**src/hdl/pfh_defs.vh**
```
// Constants for the parallel flash host controller
`ifndef PFH_DEFS_VH
`define PFH_DEFS_VH

// Clock and bus timing
`define PFH_CLK_NS       50
`define PFH_WP_NS        100
`define PFH_RC_NS        100
`define PFH_WP_CYC       ((`PFH_WP_NS + `PFH_CLK_NS - 1) / `PFH_CLK_NS)
`define PFH_SYNC_CYC     2
`define PFH_RD_CYC       (((`PFH_RC_NS + `PFH_CLK_NS - 1) / `PFH_CLK_NS) + `PFH_SYNC_CYC)

// Widths
`define PFH_AW           19
`define PFH_CW           4

// User operation codes
`define PFH_OP_READ      3'h0
`define PFH_OP_PROG      3'h1
`define PFH_OP_SERASE    3'h2
`define PFH_OP_CERASE    3'h3
`define PFH_OP_IDENTRY   3'h4
`define PFH_OP_IDEXIT    3'h5
`define PFH_OP_HWID      3'h6

// Unlock and command codes
`define PFH_ADDR_CMD1    15'h5555
`define PFH_ADDR_CMD2    15'h2AAA
`define PFH_DAT_UNLK1    8'hAA
`define PFH_DAT_UNLK2    8'h55
`define PFH_DAT_PROG     8'hA0
`define PFH_DAT_ERASE    8'h80
`define PFH_DAT_SECT     8'h30
`define PFH_DAT_CHIP     8'h10
`define PFH_DAT_IDENTRY  8'h90
`define PFH_DAT_IDEXIT   8'hF0

// Sequence lengths in writes
`define PFH_LEN_PROG     3'h4
`define PFH_LEN_ERASE    3'h6
`define PFH_LEN_IDENTRY  3'h3
`define PFH_LEN_IDEXIT   3'h1

// Field positions
`define PFH_SECT_LSB     12
`define PFH_TOGGLE_BIT   6

`endif

```
**src/hdl/pfh_ctrl.v**
```verilog
// Host controller that drives an x8 parallel flash through its pins
//
// Behaviour
// RULE1: Device toggles bit six on successive reads while busy; host polls until stable.
// RULE2: Program status is valid after the fourth write pulse rises.
// RULE3: Erase status is valid after the sixth write pulse rises.
// RULE4: Write pulses shorter than the glitch threshold are ignored; host pulses are longer.
// RULE5: Device blocks writes at low supply; host has no control of that.
// RULE6: Host keeps output-enable high and chip-enable low while write-enable pulses.
// RULE7: Host precedes each byte program with the three-write unlock.
// RULE8: Host issues the full six-write sequence for every erase.
// RULE9: Unlock protection is always on; host sends the unlock prefix for every sequence except the single-write identification exit.
// RULE10: Invalid write mid-sequence aborts the device to read mode.
// RULE11: Identification entered by high voltage on pins or by command.
// RULE12: Identification reads: address zero maker code, address one device code.
// RULE13: Software identification mode holds until the exit sequence.
// RULE14: Device ignores identification exit while busy; host never issues it then.
// RULE15: Host drives data lines only while output-enable is high.
// RULE16: Sector erase takes the sector from top address bit down to bit twelve.
// RULE17: Device latches written byte; host releases data after write-enable rises.
// RULE18: Erase uses chip-enable low, output-enable high, write-enable low.
// RULE19: Hardware identification: read strobes, high voltage on id address pin, upper bits low.
// RULE20: Device is active only with chip-enable low; host idles it high.
// RULE21: Bit seven reads inverted data during program, zero during erase.
// RULE22: Sector erase sixth write is the sector code with the sector address.
// RULE23: Chip erase sixth write is the chip code at the command address.
// RULE24: Either exit form is accepted; host uses the single write form.
// RULE25: Program prefix is AA at 5555, 55 at 2AAA, A0 at 5555.
// RULE26: Writes during an internal operation are ignored; host only polls then.
`timescale 1ns/1ps
`include "pfh_defs.vh"

module pfh_ctrl (
	input  wire                clock,
	input  wire                srst,
	input  wire                cmd_valid,
	input  wire [2:0]          cmd_op,
	input  wire [`PFH_AW-1:0]  cmd_addr,
	input  wire [7:0]          cmd_data,
	output reg                 busy_r,
	output reg                 done_r,
	output reg  [7:0]          rd_data_r,
	output reg                 id_mode_r,
	output reg                 flash_ce_n_r,
	output reg                 flash_oe_n_r,
	output reg                 flash_we_n_r,
	output reg  [`PFH_AW-1:0]  flash_addr_r,
	output reg  [7:0]          data_lines_o_r,
	output reg                 data_lines_oe_r,
	input  wire [7:0]          data_lines_i,
	output reg                 id_high_voltage_r
);

	// One-hot states
	localparam [6:0] ST_IDLE = 7'h01;
	localparam [6:0] ST_WSET = 7'h02;
	localparam [6:0] ST_WLOW = 7'h04;
	localparam [6:0] ST_WREC = 7'h08;
	localparam [6:0] ST_RSET = 7'h10;
	localparam [6:0] ST_RPUL = 7'h20;
	localparam [6:0] ST_RCHK = 7'h40;

	// Counts are cut to the counter width on purpose
	localparam integer       WP_LAST_I = `PFH_WP_CYC - 1;
	localparam integer       RD_LAST_I = `PFH_RD_CYC - 1;
	localparam [`PFH_CW-1:0] WP_LAST   = WP_LAST_I[`PFH_CW-1:0];
	localparam [`PFH_CW-1:0] RD_LAST   = RD_LAST_I[`PFH_CW-1:0];

	reg [6:0]          state_r;
	reg [2:0]          op_r;
	reg [`PFH_AW-1:0]  addr_r;
	reg [7:0]          data_r;
	reg [2:0]          step_r;
	reg [`PFH_CW-1:0]  cnt_r;
	reg                poll_r;
	reg                have_prev_r;
	reg [7:0]          prev_r;
	reg [7:0]          dq_s1_r;
	reg [7:0]          dq_s2_r;

	// Number of bus writes each operation needs
	function [2:0] seq_len;
		input [2:0] op;
		begin
			case (op)
				`PFH_OP_PROG:    seq_len = `PFH_LEN_PROG;
				`PFH_OP_SERASE:  seq_len = `PFH_LEN_ERASE;
				`PFH_OP_CERASE:  seq_len = `PFH_LEN_ERASE;
				`PFH_OP_IDENTRY: seq_len = `PFH_LEN_IDENTRY;
				default:         seq_len = `PFH_LEN_IDEXIT;
			endcase
		end
	endfunction

	// Address and data of one write of a sequence, upper command address bits held low
	function [`PFH_AW+7:0] seq_word;
		input [2:0]         op;
		input [2:0]         step;
		input [`PFH_AW-1:0] uaddr;
		input [7:0]         udata;
		reg   [`PFH_AW-1:0] a;
		reg   [7:0]         d;
		begin
			a = {{(`PFH_AW-15){1'b0}}, `PFH_ADDR_CMD1};
			d = `PFH_DAT_UNLK1;                                // RULE9
			if (op == `PFH_OP_IDEXIT)
			begin
				a = {`PFH_AW{1'b0}};
				d = `PFH_DAT_IDEXIT;                           // RULE24
			end
			else if (step == 3'h1 || step == 3'h4)
			begin
				a = {{(`PFH_AW-15){1'b0}}, `PFH_ADDR_CMD2};
				d = `PFH_DAT_UNLK2;                            // RULE25
			end
			else if (step == 3'h2)
			begin
				if (op == `PFH_OP_PROG)
					d = `PFH_DAT_PROG;                         // RULE7
				else if (op == `PFH_OP_IDENTRY)
					d = `PFH_DAT_IDENTRY;                      // RULE11
				else
					d = `PFH_DAT_ERASE;                        // RULE8
			end
			else if (step == 3'h3 && op == `PFH_OP_PROG)
			begin
				a = uaddr;
				d = udata;
			end
			else if (step == 3'h5 && op == `PFH_OP_SERASE)
			begin
				a = {uaddr[`PFH_AW-1:`PFH_SECT_LSB], {`PFH_SECT_LSB{1'b0}}}; // RULE16
				d = `PFH_DAT_SECT;                             // RULE22
			end
			else if (step == 3'h5)
				d = `PFH_DAT_CHIP;                             // RULE23
			seq_word = {a, d};
		end
	endfunction

	// Data lines come from the pins, so they pass two flops first
	always @(posedge clock)
	begin
		dq_s1_r <= data_lines_i;
		dq_s2_r <= dq_s1_r;
	end

	// Bus sequencer
	always @(posedge clock)
	begin
		if (srst)
		begin
			state_r           <= ST_IDLE;
			op_r              <= `PFH_OP_READ;
			addr_r            <= {`PFH_AW{1'b0}};
			data_r            <= 8'h00;
			step_r            <= 3'h0;
			cnt_r             <= {`PFH_CW{1'b0}};
			poll_r            <= 1'b0;
			have_prev_r       <= 1'b0;
			prev_r            <= 8'h00;
			busy_r            <= 1'b0;
			done_r            <= 1'b0;
			rd_data_r         <= 8'h00;
			id_mode_r         <= 1'b0;
			flash_ce_n_r      <= 1'b1;
			flash_oe_n_r      <= 1'b1;
			flash_we_n_r      <= 1'b1;                     // RULE5
			flash_addr_r      <= {`PFH_AW{1'b0}};
			data_lines_o_r    <= 8'h00;
			data_lines_oe_r   <= 1'b0;
			id_high_voltage_r <= 1'b0;
		end
		else
		begin
			done_r <= 1'b0;
			case (state_r)
				ST_IDLE:
				begin
					flash_ce_n_r <= 1'b1;                      // RULE20
					if (cmd_valid)                             // RULE14 RULE26
					begin
						busy_r      <= 1'b1;
						op_r        <= cmd_op;
						addr_r      <= cmd_addr;
						data_r      <= cmd_data;
						step_r      <= 3'h0;                   // RULE10
						poll_r      <= 1'b0;
						have_prev_r <= 1'b0;
						if (cmd_op == `PFH_OP_HWID)
						begin
							id_high_voltage_r <= 1'b1;          // RULE19
							flash_addr_r      <= {{(`PFH_AW-1){1'b0}}, cmd_addr[0]}; // RULE12
							state_r           <= ST_RSET;
						end
						else if (cmd_op == `PFH_OP_READ)
						begin
							flash_addr_r <= cmd_addr;
							state_r      <= ST_RSET;
						end
						else
							state_r <= ST_WSET;
					end
				end
				ST_WSET:
				begin
					// Output-enable stays high across the write, so the bus never fights
					{flash_addr_r, data_lines_o_r} <= seq_word(op_r, step_r, addr_r, data_r);
					flash_oe_n_r    <= 1'b1;                   // RULE6
					data_lines_oe_r <= 1'b1;                   // RULE15
					flash_ce_n_r    <= 1'b0;                   // RULE18
					flash_we_n_r    <= 1'b0;
					cnt_r           <= WP_LAST;
					state_r         <= ST_WLOW;
				end
				ST_WLOW:
				begin
					// Pulse spans whole clock periods, well over the glitch threshold
					if (cnt_r == {`PFH_CW{1'b0}})
					begin
						flash_we_n_r <= 1'b1;                  // RULE4
						state_r      <= ST_WREC;
					end
					else
						cnt_r <= cnt_r - 1'b1;
				end
				ST_WREC:
				begin
					// Data is latched by the rising edge, so it may be released now
					flash_ce_n_r    <= 1'b1;
					data_lines_oe_r <= 1'b0;                   // RULE17
					step_r          <= step_r + 1'b1;
					if (step_r == seq_len(op_r) - 1'b1)
					begin
						if (op_r == `PFH_OP_PROG || op_r == `PFH_OP_SERASE || op_r == `PFH_OP_CERASE)
						begin
							// Status is polled only after the final write pulse
							poll_r  <= 1'b1;                   // RULE2 RULE3 RULE26
							state_r <= ST_RSET;
						end
						else
						begin
							id_mode_r <= (op_r == `PFH_OP_IDENTRY); // RULE13
							busy_r    <= 1'b0;
							done_r    <= 1'b1;
							state_r   <= ST_IDLE;
						end
					end
					else
						state_r <= ST_WSET;
				end
				ST_RSET:
				begin
					data_lines_oe_r <= 1'b0;                   // RULE15
					flash_ce_n_r    <= 1'b0;
					flash_oe_n_r    <= 1'b0;
					cnt_r           <= RD_LAST;
					state_r         <= ST_RPUL;
				end
				ST_RPUL:
				begin
					// Strobe covers the read cycle time plus the two sync stages
					if (cnt_r == {`PFH_CW{1'b0}})
					begin
						rd_data_r    <= dq_s2_r;
						flash_ce_n_r <= 1'b1;
						flash_oe_n_r <= 1'b1;
						state_r      <= ST_RCHK;
					end
					else
						cnt_r <= cnt_r - 1'b1;
				end
				ST_RCHK:
				begin
					if (poll_r && !(have_prev_r &&
						prev_r[`PFH_TOGGLE_BIT] == rd_data_r[`PFH_TOGGLE_BIT]))
					begin
						// Toggling still; no timeout, a dead part keeps busy high
						prev_r      <= rd_data_r;              // RULE1 RULE21
						have_prev_r <= 1'b1;
						state_r     <= ST_RSET;
					end
					else
					begin
						id_high_voltage_r <= 1'b0;
						busy_r            <= 1'b0;
						done_r            <= 1'b1;
						state_r           <= ST_IDLE;
					end
				end
				default:
					state_r <= ST_IDLE;
			endcase
		end
	end

endmodule // pfh_ctrl

```
**config.mk**
```make
export PLATFORM = sky130hd
export DESIGN_NAME = pfh_ctrl
export DESIGN_NICKNAME = d
export VERILOG_FILES = /design/src/hdl/pfh_ctrl.v
export VERILOG_INCLUDE_DIRS = /design/src /design/src/hdl
export SDC_FILE = /design/constraint.sdc
export NUM_CORES = 1
export LEC_CHECK = 0
export CORE_MARGIN = 2
export CORE_UTILIZATION = 35
export CTS_BUF_LIST = sky130_fd_sc_hd__clkbuf_4
export DETAILED_ROUTE_END_ITERATION = 10
export DONT_BUFFER_PORTS = 1
export GPL_TIMING_DRIVEN = 0
export MAX_ROUTING_LAYER = met4
export PLACE_DENSITY = 0.48
export SYNTH_ARGS = -nofsm -noshare
export SYNTH_HDL_FRONTEND = slang
export SYNTH_SLANG_ARGS = --single-unit
```
**constraint.sdc**
```tcl
create_clock -name clock -period 3.1 [get_ports clock]
set_input_delay 0.31 -clock clock [delete_from_list [all_inputs] [get_ports clock]]
set_output_delay 0.31 -clock clock [all_outputs]
set_load 0.05 [all_outputs]
```
==> results.py <==
metrics = {
    "worst_setup_path": {
        "r2r-end": "flash_addr_r[4]",
        "path_class": "reg -> reg",
        "cp_top_family": "buffers and inverters",
        "start_kind": "flip-flop",
        "rrSetupSlack_ps": 550,
        "ff2ff_path_depth": 9,
        "cp-end-kind": "flip-flop",
        "rr_startpoint": "step_r[2]",
        "path_buf_inv": 3,
        "arrival_ps": 2950,
        "slowest_stage": "dfxtp_1",
        "crit_chain": "clkbuf_1, inv_1, ha_1, nand4bb_1, clkbuf_1, o21ai_0, nand2_1, o21ai_0, a221oi_1",
        "critPathMaxStageDelay_ps": 400,
        "cp.required_ps": 3500,
        "worstPathMaxFanout": 10,
    },
    "global_routing": {
        "grt_pass1_wl_mm": 20.8,
        "gr-usage-all-layers_pct": 19.6,
        "antenna_found_initial": 0,
        "grt_pass1_vias": 3837,
        "grt_max_degree": 18,
        "overflow": 0,
    },
    "clocking": {
        "cts.sinks": 106,
        "cts_tree": "done",
        "htree_levels": 3,
        "clock_path_buffers": 2,
        "cts_inserted_buffers": 9,
        "clkLatencyLatePin_ps": 490,
        "cts_root_buf": "clkbuf_4",
        "clkTransAtPathRegs_ps": 160,
        "postCtsSetupBuffers": 0,
    },
    "power_and_ir_drop": {
        "p_comb_share_pct": 26.0,
        "leakagePower_uw": 0.00186,
        "switchingPower_uw": 1540,
        "internal-power_uw": 2330,
        "p_seq_share_pct": 51.1,
        "p_sw_share_pct": 39.7,
        "power.density_nw_per_um2": 727,
        "clkPwrFrac_pct": 22.9,
        "ir_worst_vdd_mv": 0.244,
    },
    "routing": {
        "final_antenna_net_count": 0,
        "wl_met2_mm": 6.24,
        "wl_met3_microns": 728,
        "drc": 0,
        "viasPerCell": 5.19,
        "wl_mm": 13.1,
        "dr.max_layer_used": "met4",
        "wl_per_cell_microns": 17.1,
        "drt-met1-wl_mm": 5.91,
        "dr.pass1.iters": 4,
        "via_count": 3993,
        "drt-initial-drc-count": 222,
    },
    "final_layout": {
        "finalNetCount": 639,
        "final_common_cell": "dfxtp_1",
        "drive_above_1_share_pct": 5.86,
        "synthToLayoutAreaGrowth_pct": 17.1,
        "fin_cells": 769,
        "diodes": 0,
        "multi_input_area_sq_um": 2190,
        "final_cell_mix": "dfxtp_1, nand2_1, a21oi_1",
        "seq_area_sq_um": 2120,
        "fill_cells": 1342,
    },
    "sta": {
        "tns_ps": 0,
        "min_period_ps": 2550,
        "relSlewSlack_pct": 51.9,
        "rsz0062_at_grt": "false",
        "fmax_ghz": 0.392,
        "fin_crit_sh_pct": 82.3,
        "finalClockSkew_ps": 22.7,
        "final-setup-viol-count": 0,
        "hold_ws_ps": 44.2,
        "finalMaxSlewViolations": 0,
        "final_hold_viol_count": 0,
        "worst_pin_slew_ps": 701,
    },
    "hold_path": {
        "hp-start": "cmd_addr[4]",
        "hold_path.class": "in -> reg",
        "hold_depth": 2,
        "hold_end": "flash_addr_r[4]",
    },
    "logic_synthesis": {
        "syn_nets": 590,
        "yosysTopAreaCellShare_pct": 46.7,
        "ys_seq_area_share_pct": 46.7,
        "synth_top_area_cell": "dfxtp_1",
        "ys_ff_latch": 106,
        "ys_top_cells_by_area": "dfxtp_1, a21oi_1, nand2_1, nor2_1, a221oi_1",
        "synth.distinct_cells": 56,
        "ys.flop_type": "dfxtp_1",
        "yosysWarnings": 0,
        "synth_edf_count": 0,
        "synthCells": 543,
        "async_flop_share_pct": 0,
        "syn_avg_cell_area_sq_um": 8.36,
        "netlist_area_sq_um": 4540,
    },
    "floorplan": {
        "ioPinCount": 84,
        "rows": 41,
        "chipWidth_microns": 118,
        "core_sq_um": 12600,
        "die_y_microns": 118,
        "start_util_pct": 36.0,
        "dieArea_sq_um": 13900,
    },
    "placed_design": {
        "gp_congestion": 0.860,
        "placed_cells": 715,
        "portBuffers": 0,
        "hpwl_mm": 9.29,
    },
    "status": {
        "status": "finished clean",
    },
    "flow_run": {
        "cap_violations": 0,
    },
}
[cells in the mapped netlist, types with 5 or more instances]
cell type  number
a31oi_1         6
nand3_1        20
and2_1          8
inv_1          18
nor2b_1        11
dfxtp_1       106
nor3b_1         5
ha_1            6
clkbuf_1       26
a211oi_1       10
nor3_1         15
buf_2          10
nand4_1         5
a221oi_1       12
o21ai_0        19
nand2_1        79
a21oi_1        67
nor2_1         39
nand2b_1        5
and3_1          6
mux2i_1         9
[worst max path at each step]
stage | cells after the start | slack [ps] | endpoint | startpoint
after floorplan | 9 | 1140 | flash_addr_r[0] | step_r[2]
after global placement | 9 | 620 | flash_addr_r[4] | step_r[2]
after detailed placement | 9 | 550 | flash_addr_r[4] | step_r[2]
after CTS | 9 | 510 | flash_addr_r[4] | step_r[2]
after global routing | 9 | 330 | flash_addr_r[10] | step_r[2]
final | 9 | 550 | flash_addr_r[4] | step_r[2]
[metal layers]
layer / track usage [%] / vias up
li1: - / 2011
met2: 30.9 / 98
met4: 7.83 / 0
met3: 4.55 / 19
met1: 24.2 / 1865
met5: - / -
[layout make-up]
cell class	instances	area share [%]
plain buffers	37	2.92
clock buffers	9	1.27
clock inverters	7	2.16
inverters	20	1.41
multi-input cells	380	41.1
flip-flops and latches	106	39.9
well taps	172	4.05
repair buffers	38	7.15
[sequential cells by signal (all words and copies together), names as in the netlist, 3 cells and up]
register        cells
dq_s1_r             8
dq_s2_r             8
addr_r             19
op_r                3
data_r              8
rd_data_r           8
state_r             7
step_r              3
cnt_r               4
data_lines_o_r      8
flash_addr_r       19
[stage by stage]
step           utilization (%)  total power (uW)  setup WS [ps]  area (sq um)
4_1_cts                   42.1              3900            514          5320
3_5_place_dp              37.7              2970            549          4750
2_1_floorplan                -              2690           1140          4540
3_3_place_gp              37.7              2960            617          4750
6_report                  42.1              3860            550          5320
5_1_grt                   42.1              4080            329          5320
[kinds of logic (layout without fill, tap and decap cells)]
| family | count (synthesis) | after routing | share of synthesized area (%) |
|---|---|---|---|
| and+or+nand+nor | 221 | 221 | 24.9 |
| AOI/OAI and AO/OA | 138 | 138 | 18.4 |
| DFF | 106 | 106 | 46.7 |
| buffers and inverters | 57 | 111 | 5.07 |
| muxes | 10 | 10 | 2.23 |
| adders and majority gates | 6 | 6 | 1.65 |
| xor gates and xnor gates | 5 | 5 | 0.965 |
[worst register-to-register path: stages (launching register included)]
cell and delay [ps]:
dfxtp_1 400, clkbuf_1 350, inv_1 110, ha_1 260, nand4bb_1 110, clkbuf_1 290
o21ai_0 230, nand2_1 290, o21ai_0 140, a221oi_1 280
[what timing repair did]
item	CTS	global route
hold buffers	38	0
gates resized for setup	0	0
endpoints found under the hold margin	52	0
[power groups by stage]
| stage | combinational (uW) | clock, uW | sequential, uW |
|---|---|---|---|
| 6_report | 1010 | 884 | 1970 |
| 4_1_cts | 1010 | 919 | 1980 |
| 2_1_floorplan | 713 | 0 | 1970 |
| 3_3_place_gp | 949 | 0 | 2010 |
| 3_5_place_dp | 962 | 0 | 2010 |
| 5_1_grt | 1120 | 960 | 2000 |
No activity file was read; power rests on OpenSTA's default activity.
